`src/design/sarp_consts.svh`:
```
// timing and width constants for the serial converter readout port
`ifndef SARP_CONSTS_SVH
`define SARP_CONSTS_SVH
`define SARP_RES_BITS      12
`define SARP_CLK_PERIOD_NS 8
`define SARP_CONVERT_STROBE_TIME_NS  1500
`define SARP_CONVERT_STROBE_CYCLES   ((`SARP_CONVERT_STROBE_TIME_NS + `SARP_CLK_PERIOD_NS - 1) / `SARP_CLK_PERIOD_NS)
`define SARP_CNT_W         8
`define SARP_BIT_W         4
`endif

```
`src/design/sarp_pkg.sv`:
```
// types for the serial converter readout port
package sarp_pkg;
  typedef enum logic [1:0] {
    SARP_SLEEP,
    SARP_CONVERT,
    SARP_READOUT
  } sarp_state_t;
endpackage

```
`src/design/sarp_top.sv`:
```
// digital side of a 12-bit sampling converter with a three-wire serial result port
//
// Behaviour
// - rising strobe edge starts a conversion
// - power down automatically after conversion ends if strobe is still high
// - output driven only while strobe is low
// - while enabled, output changes only on shift clock falls
// - result sent most significant bit first
// - twelve result bits, then zeros forever
// - strobe rise releases output to high impedance
// - strobe fall presents top result bit at once
// - strobe fall wakes device and acquires input, at conversion end if one is running
`timescale 1ns/1ns
`include "sarp_consts.svh"

module sarp_top
  import sarp_pkg::*;
(
  input  wire logic                      CLK_SYS_I,
  input  wire logic                      NRST_I,
  input  wire logic                      CONVERT_STROBE_I,
  input  wire logic                      SHIFT_CLK_I,
  input  wire logic [`SARP_RES_BITS-1:0] SAMPLE_I,
  output logic                           SERIAL_RESULT_OUT_O,
  output logic                           SERIAL_RESULT_OE_O,
  output logic                           POWERED_O,
  output logic                           ACQUIRE_O
);

  ////////////////////////////////////////////////////////////////////////////
  // pin synchronisers and edge detection
  logic       strb_s1_r;
  logic       strb_s2_r;
  logic       strb_d_r;
  logic       sck_s1_r;
  logic       sck_s2_r;
  logic       sck_d_r;
  logic       strb_rise;
  logic       strb_fall;
  logic       sck_fall;

  always_ff @(posedge CLK_SYS_I) begin
    if (!NRST_I) begin
      strb_s1_r <= 1'b0;
      strb_s2_r <= 1'b0;
      strb_d_r  <= 1'b0;
      sck_s1_r  <= 1'b0;
      sck_s2_r  <= 1'b0;
      sck_d_r   <= 1'b0;
    end else begin
      strb_s1_r <= CONVERT_STROBE_I;
      strb_s2_r <= strb_s1_r;
      strb_d_r  <= strb_s2_r;
      sck_s1_r  <= SHIFT_CLK_I;
      sck_s2_r  <= sck_s1_r;
      sck_d_r   <= sck_s2_r;
    end
  end

  assign strb_rise = strb_s2_r & ~strb_d_r;
  assign strb_fall = ~strb_s2_r & strb_d_r;
  assign sck_fall  = ~sck_s2_r & sck_d_r;

  ////////////////////////////////////////////////////////////////////////////
  // conversion sequencing and power state
  sarp_state_t                   state_r;
  logic [`SARP_CNT_W-1:0]        convert_strobe_cnt_r;
  logic [`SARP_RES_BITS-1:0]     result_r;
  localparam logic [`SARP_CNT_W-1:0] CONVERT_STROBE_LAST = `SARP_CNT_W'(`SARP_CONVERT_STROBE_CYCLES - 1);

  always_ff @(posedge CLK_SYS_I) begin
    if (!NRST_I) begin
      state_r    <= SARP_SLEEP;
      convert_strobe_cnt_r <= '0;
      result_r   <= '0;
    end else begin
      case (state_r)
        SARP_SLEEP: begin
          if (strb_rise) begin
            state_r    <= SARP_CONVERT;
            convert_strobe_cnt_r <= '0;
          end else if (strb_fall) begin
            state_r <= SARP_READOUT;
          end
        end
        SARP_CONVERT: begin
          if (convert_strobe_cnt_r == CONVERT_STROBE_LAST) begin
            result_r <= SAMPLE_I;
            // strobe already low: wake into acquisition
            if (strb_s2_r) begin
              state_r <= SARP_SLEEP;
            end else begin
              state_r <= SARP_READOUT;
            end
          end else begin
            convert_strobe_cnt_r <= convert_strobe_cnt_r + `SARP_CNT_W'(1);
          end
        end
        SARP_READOUT: begin
          // wake and acquire until next rise
          if (strb_rise) begin
            state_r    <= SARP_CONVERT;
            convert_strobe_cnt_r <= '0;
          end
        end
        default: state_r <= SARP_SLEEP;
      endcase
    end
  end

  always_ff @(posedge CLK_SYS_I) begin
    if (!NRST_I) begin
      POWERED_O <= 1'b0;
      ACQUIRE_O <= 1'b0;
    end else begin
      POWERED_O <= (state_r != SARP_SLEEP);
      ACQUIRE_O <= (state_r == SARP_READOUT);
    end
  end

  ////////////////////////////////////////////////////////////////////////////
  // serial shifter
  logic [`SARP_RES_BITS-1:0] shift_r;

  always_ff @(posedge CLK_SYS_I) begin
    if (!NRST_I) begin
      shift_r             <= '0;
      SERIAL_RESULT_OUT_O <= 1'b0;
      SERIAL_RESULT_OE_O  <= 1'b0;
    end else if (strb_rise) begin
      SERIAL_RESULT_OE_O  <= 1'b0;
      SERIAL_RESULT_OUT_O <= 1'b0;
    end else if (strb_fall) begin
      SERIAL_RESULT_OE_O  <= 1'b1;
      SERIAL_RESULT_OUT_O <= result_r[`SARP_RES_BITS-1];
      shift_r             <= {result_r[`SARP_RES_BITS-2:0], 1'b0};
    end else if (sck_fall && SERIAL_RESULT_OE_O) begin
      // msb first, zeros fill in behind
      SERIAL_RESULT_OUT_O <= shift_r[`SARP_RES_BITS-1];
      shift_r             <= {shift_r[`SARP_RES_BITS-2:0], 1'b0};
    end
  end

  ////////////////////////////////////////////////////////////////////////////
  // checks
  logic [`SARP_BIT_W-1:0] nbits_r;
  always_ff @(posedge CLK_SYS_I) begin
    if (!NRST_I) nbits_r <= '0;
    else if (strb_fall) nbits_r <= '0;
    else if (sck_fall && SERIAL_RESULT_OE_O && nbits_r != 4'hf) nbits_r <= nbits_r + 4'h1;
  end
  // copy of the word at strobe fall, kept apart from the shifter
  logic [`SARP_RES_BITS-1:0] frame_r;
  always_ff @(posedge CLK_SYS_I) begin
    if (!NRST_I) begin
      frame_r <= '0;
    end else if (strb_fall) begin
      frame_r <= result_r;
    end
  end

  a_oe_when_low: assert property (@(posedge CLK_SYS_I) disable iff (!NRST_I)
    SERIAL_RESULT_OE_O |-> !strb_d_r)
    else $error("output enabled while strobe high");
  a_rise_releases: assert property (@(posedge CLK_SYS_I) disable iff (!NRST_I)
    strb_rise |=> !SERIAL_RESULT_OE_O)
    else $error("output not released after strobe rise");
  a_fall_top_bit: assert property (@(posedge CLK_SYS_I) disable iff (!NRST_I)
    strb_fall |=> SERIAL_RESULT_OE_O && SERIAL_RESULT_OUT_O == $past(result_r[`SARP_RES_BITS-1]))
    else $error("top bit not presented on strobe fall");
  a_change_on_fall: assert property (@(posedge CLK_SYS_I) disable iff (!NRST_I)
    SERIAL_RESULT_OE_O && $past(SERIAL_RESULT_OE_O) && $changed(SERIAL_RESULT_OUT_O)
      |-> $past(sck_fall))
    else $error("output changed without shift clock fall");
  a_trailing_zero: assert property (@(posedge CLK_SYS_I) disable iff (!NRST_I)
    SERIAL_RESULT_OE_O && nbits_r >= 4'hc |-> !SERIAL_RESULT_OUT_O)
    else $error("nonzero after twelve bits");
  a_msb_order: assert property (@(posedge CLK_SYS_I) disable iff (!NRST_I)
    sck_fall && SERIAL_RESULT_OE_O && !strb_fall && !strb_rise |=> SERIAL_RESULT_OUT_O == $past(shift_r[11]))
    else $error("bit order wrong");
  a_convert_strobe_starts: assert property (@(posedge CLK_SYS_I) disable iff (!NRST_I)
    strb_rise |=> state_r == SARP_CONVERT)
    else $error("conversion not started");
  a_auto_sleep: assert property (@(posedge CLK_SYS_I) disable iff (!NRST_I)
    state_r == SARP_CONVERT && convert_strobe_cnt_r == CONVERT_STROBE_LAST && strb_s2_r |=> state_r == SARP_SLEEP)
    else $error("no power down after conversion");
  a_convert_strobe_wake: assert property (@(posedge CLK_SYS_I) disable iff (!NRST_I)
    state_r == SARP_CONVERT && convert_strobe_cnt_r == CONVERT_STROBE_LAST && !strb_s2_r |=> state_r == SARP_READOUT)
    else $error("no acquisition after conversion with strobe low");
  a_sleep_unpowered: assert property (@(posedge CLK_SYS_I) disable iff (!NRST_I)
    state_r == SARP_SLEEP |=> !POWERED_O)
    else $error("powered while asleep");
  a_acquire_state: assert property (@(posedge CLK_SYS_I) disable iff (!NRST_I)
    state_r == SARP_READOUT |=> ACQUIRE_O)
    else $error("acquire flag missing while awake");
  a_oe_held_low: assert property (@(posedge CLK_SYS_I) disable iff (!NRST_I)
    SERIAL_RESULT_OE_O && !strb_rise |=> SERIAL_RESULT_OE_O)
    else $error("output released without strobe rise");
  a_powered_on_start: assert property (@(posedge CLK_SYS_I) disable iff (!NRST_I)
    strb_rise |-> ##2 POWERED_O)
    else $error("not powered after strobe rise");
  a_frame_bits: assert property (@(posedge CLK_SYS_I) disable iff (!NRST_I)
    SERIAL_RESULT_OE_O && nbits_r <= 4'hb |-> SERIAL_RESULT_OUT_O == frame_r[4'hb - nbits_r])
    else $error("serial bit differs from captured result");

  ////////////////////////////////////////////////////////////////////////////
  // coverage of the main scenarios
  c_conversion: cover property (@(posedge CLK_SYS_I) disable iff (!NRST_I)
    state_r == SARP_CONVERT ##1 state_r == SARP_SLEEP);
  c_readout: cover property (@(posedge CLK_SYS_I) disable iff (!NRST_I) strb_fall);
  c_zeros: cover property (@(posedge CLK_SYS_I) disable iff (!NRST_I) nbits_r == 4'he);
  c_early_fall: cover property (@(posedge CLK_SYS_I) disable iff (!NRST_I)
    state_r == SARP_CONVERT && strb_fall);
  c_wake: cover property (@(posedge CLK_SYS_I) disable iff (!NRST_I)
    state_r == SARP_CONVERT ##1 state_r == SARP_READOUT);

endmodule

```
`config.mk`:
```
export PLATFORM = sky130hd
export DESIGN_NAME = sarp_top
export DESIGN_NICKNAME = d
export VERILOG_FILES = /design/src/design/sarp_pkg.sv /design/src/design/sarp_top.sv
export VERILOG_INCLUDE_DIRS = /design/src /design/src/design
export SDC_FILE = /design/constraint.sdc
export NUM_CORES = 1
export LEC_CHECK = 0
export ABC_CLOCK_PERIOD_IN_PS = 2050
export BUFFER_PORTS_ARGS = -buffer_cell sky130_fd_sc_hd__buf_2
export CORE_UTILIZATION = 29
export DETAILED_ROUTE_END_ITERATION = 16
export PLACE_DENSITY = 0.5
export SETUP_SLACK_MARGIN = 0.02
export SYNTH_ARGS = -nofsm -noshare
export SYNTH_HDL_FRONTEND = slang
export SYNTH_SLANG_ARGS = --single-unit
```
`constraint.sdc`:
```
create_clock -name CLK_SYS_I -period 2.05 [get_ports CLK_SYS_I]
set_clock_uncertainty 0.1 [all_clocks]
set_input_delay 0.1025 -clock CLK_SYS_I [delete_from_list [all_inputs] [get_ports CLK_SYS_I]]
set_output_delay 0.1025 -clock CLK_SYS_I [all_outputs]
set_load 0.02 [all_outputs]
```
==> summary.txt <==
Run status
  • Run status: finished clean

Layout
  • Layout cells sized above 1: 15.56%
  • Number of inserted diodes: 0
  • Number of nets in the layout: 243
  • Cell area after layout: 0.002278 mm^2
  • Area added between synthesis and finish: 22.22%
  • Final design utilization: 37.59%

Floorplan
  • Floorplan row count: 28
  • Die area: 0.006754 mm^2
  • Number of ports placed on the die boundary: 20
  • Initial cell density of the core: 30.76%
  • Floorplan core area: 0.006061 mm^2
  • Height of the die: 82.18 um
  • Die W: 82.18 um

Global route
  • Overall routing resource usage: 12.14%
  • Initial antenna violation count: 0
  • Maximum number of pins on one net before global-route repair: 23
  • GRT overflow: 0
  • Global-route wire length before repair: 6.106 mm
  • Via count of the first global-routing pass: 1302

STA
  • Post-route fraction of the period consumed by the critical path: 90.84%
  • Post-route minimum period: 1.862 ns
  • Actual slew at the worst max-slew pin: 0.6508 ns
  • Setup TNS: 0 ns
  • Max Freq: 537.0 MHz
  • Total count of hold-check failures in the final report: 0
  • RSZ-0062 raised after global routing: false
  • Worst Hold Margin: 0.1174 ns
  • Total count of max-transition violations in the final report: 0
  • Max transition margin: 56.32%
  • Final setup viols: 0
  • Worst-case setup margin in the final layout: 0.1878 ns

Clocking
  • Num CTS Buffers: 5
  • Clock tree from TritonCTS: done
  • Total number of clock tree sinks: 43
  • Clk root buf: sky130_fd_sc_hd__clkbuf_8
  • Clock-pin slew on the worst setup and hold paths: 0.08 ns
  • Clock tree buffer depth: 2
  • Clock latency on the worst-skew pair: 0.29 ns
  • H-tree depth: 2
  • Post-cts sizing count: 0
  • # Post-CTS Setup Buffers: 0
  • Hold-fix buffers at CTS: 14

Detailed routing
  • Router iterations before antenna repair: 4
  • DRC violations left: 0
  • Routed via count divided by cell count: 4.637
  • Initial DRC count: 54
  • Total Wirelength: 3.551 mm
  • Wire length per cell after detailed routing: 11.84 um
  • DR vias: 1391
  • Remaining antenna violation count: 0

Logic synthesis
  • Post-synth ARST share: 0%
  • Syn. warnings: 0
  • Post-synth EDFFs: 0
  • Distinct cell type count of the synthesized netlist: 40
  • Synth top area cells: sky130_fd_sc_hd__dfxtp_1 46%, sky130_fd_sc_hd__mux2i_1 13%, sky130_fd_sc_hd__o211a_1 5.4%
  • Share of synthesized area occupied by flip-flops and latches: 46.17%
  • Portion of synthesized cell area occupied by the leading cell type: 46.17%
  • Mapped Nets: 210
  • Register bit total from synthesis: 43
  • Mean instance size in the synthesized netlist: 9.761 um^2
  • Leading register cell type out of synthesis: sky130_fd_sc_hd__dfxtp_1
  • Post-Synthesis Cell Area: 0.001864 mm^2
  • Count of mapped cells out of synthesis: 191
  • Area leader, netlist: sky130_fd_sc_hd__dfxtp_1

Critical path
  • Register-to-register path setup slack: 0.19 ns
  • Reg2reg path depth: 6
  • Maximum fanout along the worst path: 12
  • Reg2reg end: result_r[5]
  • Highest-delay cell along the critical path: sky130_fd_sc_hd__or4_1
  • Critical path cell sequence: ha_1 -> nand4bb_1 -> or4_1 -> buf_4 -> mux2i_1 -> nor2b_1
  • Beginning of the critical path: convert_strobe_cnt_r[0]
  • Buffers and inverters on the worst path: 1
  • Largest stage delay on the critical path: 0.48 ns
  • CP top delay family: simple AND/OR/NAND/NOR gates
  • Worst path arrival time: 1.95 ns
  • Worst reg2reg path startpoint: convert_strobe_cnt_r[0]
  • Critical Path Source Type: register
  • Endpoint class of the critical path: register
  • Endpoint required time on the critical path: 2.14 ns
  • Start-to-end type of the worst setup path: reg2reg

Placed design
  • Final weighted congestion in routability-driven placement: 0.7252
  • Count of buffers from port buffering: 19
  • Worst slack at placement: 0.2178 ns
  • Cell Area, Placed: 0.002039 mm^2
  • Estimated wirelength of the detail-placed design: 2.302 mm

Min path
  • Hold crit path type: in2reg
  • Source of the worst hold timing path: NRST_I
  • End point of the most critical hold path: shift_r[8]
  • Min-Delay Path Depth: 2

Power and ir drop
  • Leakage power of the design: 1.085 nW
  • Areal power density over the cells: 675.6 mW/mm^2
  • Peak supply drop: 365.2 uV

Flow run
  • Number of max-capacitance violations reported: 0
cells in the mapped netlist (2+ instances only):
cell type and instances:
sky130_fd_sc_hd__ha_1 3, sky130_fd_sc_hd__o211a_1 10, sky130_fd_sc_hd__nor3_1 2, sky130_fd_sc_hd__a21boi_1 2, sky130_fd_sc_hd__clkbuf_1 9, sky130_fd_sc_hd__o21a_1 3, sky130_fd_sc_hd__o21ai_0 3, sky130_fd_sc_hd__nand4_1 3
sky130_fd_sc_hd__buf_2 2, sky130_fd_sc_hd__nand2_1 17, sky130_fd_sc_hd__a21oi_1 3, sky130_fd_sc_hd__nor2_1 5, sky130_fd_sc_hd__mux2i_1 24, sky130_fd_sc_hd__and3_1 6, sky130_fd_sc_hd__and2_1 10, sky130_fd_sc_hd__nand3_1 4
sky130_fd_sc_hd__inv_1 7, sky130_fd_sc_hd__nor2b_1 14, sky130_fd_sc_hd__dfxtp_1 43
final cells by class:
| type | instances | area, um^2 |
|---|---|---|
| Sequential cell | 43 | 860.8 |
| Fill cell | 622 | 3782 |
| Timing Repair Buffer | 40 | 287.8 |
| Clock inverter | 2 | 16.27 |
| Clock buffer | 6 | 82.58 |
| Multi-Input combinational cell | 126 | 907.1 |
| Tap cell | 75 | 93.84 |
| Inverter | 8 | 30.03 |
metal layers:
metal | up-vias | track usage [%] | share of wire, %
li1 | 733 | - | -
met1 | 640 | 15.02 | 52
met2 | 14 | 19.17 | 44
met3 | 4 | 3.297 | 2.1
met4 | 0 | 6.316 | 1.7
met5 | - | 0 | 0
power breakdown:
group	leakage (nW)	total, mW	internal, mW	switching (mW)
Clock	0.0474	0.572	0.275	0.297
Combinational	0.690	0.105	0.0585	0.0465
Sequential	0.348	0.862	0.851	0.0111
how the worst max path moves through the flow:
| stage | cells after the start | to | slack, ns |
|---|---|---|---|
| after global placement | 6 | result_r[4] | 0.23 |
| after floorplan | 7 | result_r[10] | 0.26 |
| final | 6 | result_r[5] | 0.19 |
| after global routing | 5 | state_r[0] | 0.03 |
| after detailed placement | 6 | result_r[5] | 0.22 |
| after CTS | 6 | result_r[6] | 0.19 |
sequential cells by signal (all words and copies together), names as in the netlist, 2 cells and up:
| name | count |
|---|---|
| shift_r | 11 |
| convert_strobe_cnt_r | 8 |
| result_r | 12 |
| state_r | 2 |
metrics by stage:
step	instances	power (mW)
4_1_cts	300	1.574
3_5_place_dp	278	0.9683
6_report	300	1.539
2_1_floorplan	191	0.9350
5_1_grt	300	1.624
3_3_place_gp	278	0.9683
kinds of logic (layout without fill, tap and decap cells):
kind of cell / count (synthesis) / count (layout) / share of synthesized area [%]
adders and majority gates: 3 / 3 / 2.014
buffers and inverters: 22 / 56 / 5.168
AOI/OAI and AO/OA: 30 / 30 / 12.89
muxes: 25 / 25 / 13.49
DFF: 43 / 43 / 46.17
and+or+nand+nor: 68 / 68 / 20.27
placed cells by master (no fill, tap or decap), types with 2 or more instances in the layout:
cell type	netlist	final
sky130_fd_sc_hd__a21oi_1	3	3
sky130_fd_sc_hd__buf_4	1	7
sky130_fd_sc_hd__mux2i_1	24	24
sky130_fd_sc_hd__nor3_1	2	2
sky130_fd_sc_hd__dfxtp_1	43	43
sky130_fd_sc_hd__and3_1	6	6
sky130_fd_sc_hd__nor2b_1	14	14
sky130_fd_sc_hd__a21boi_1	2	2
sky130_fd_sc_hd__o21a_1	3	3
sky130_fd_sc_hd__nand3_1	4	4
sky130_fd_sc_hd__nand4_1	3	3
sky130_fd_sc_hd__dlygate4sd3_1	0	14
sky130_fd_sc_hd__buf_2	2	19
sky130_fd_sc_hd__nand2_1	17	17
sky130_fd_sc_hd__inv_1	7	7
sky130_fd_sc_hd__ha_1	3	3
sky130_fd_sc_hd__and2_1	10	10
sky130_fd_sc_hd__nor2_1	5	5
sky130_fd_sc_hd__clkbuf_8	0	6
sky130_fd_sc_hd__o21ai_0	3	3
sky130_fd_sc_hd__o211a_1	10	10
Power figures use the tool's default switching activity.
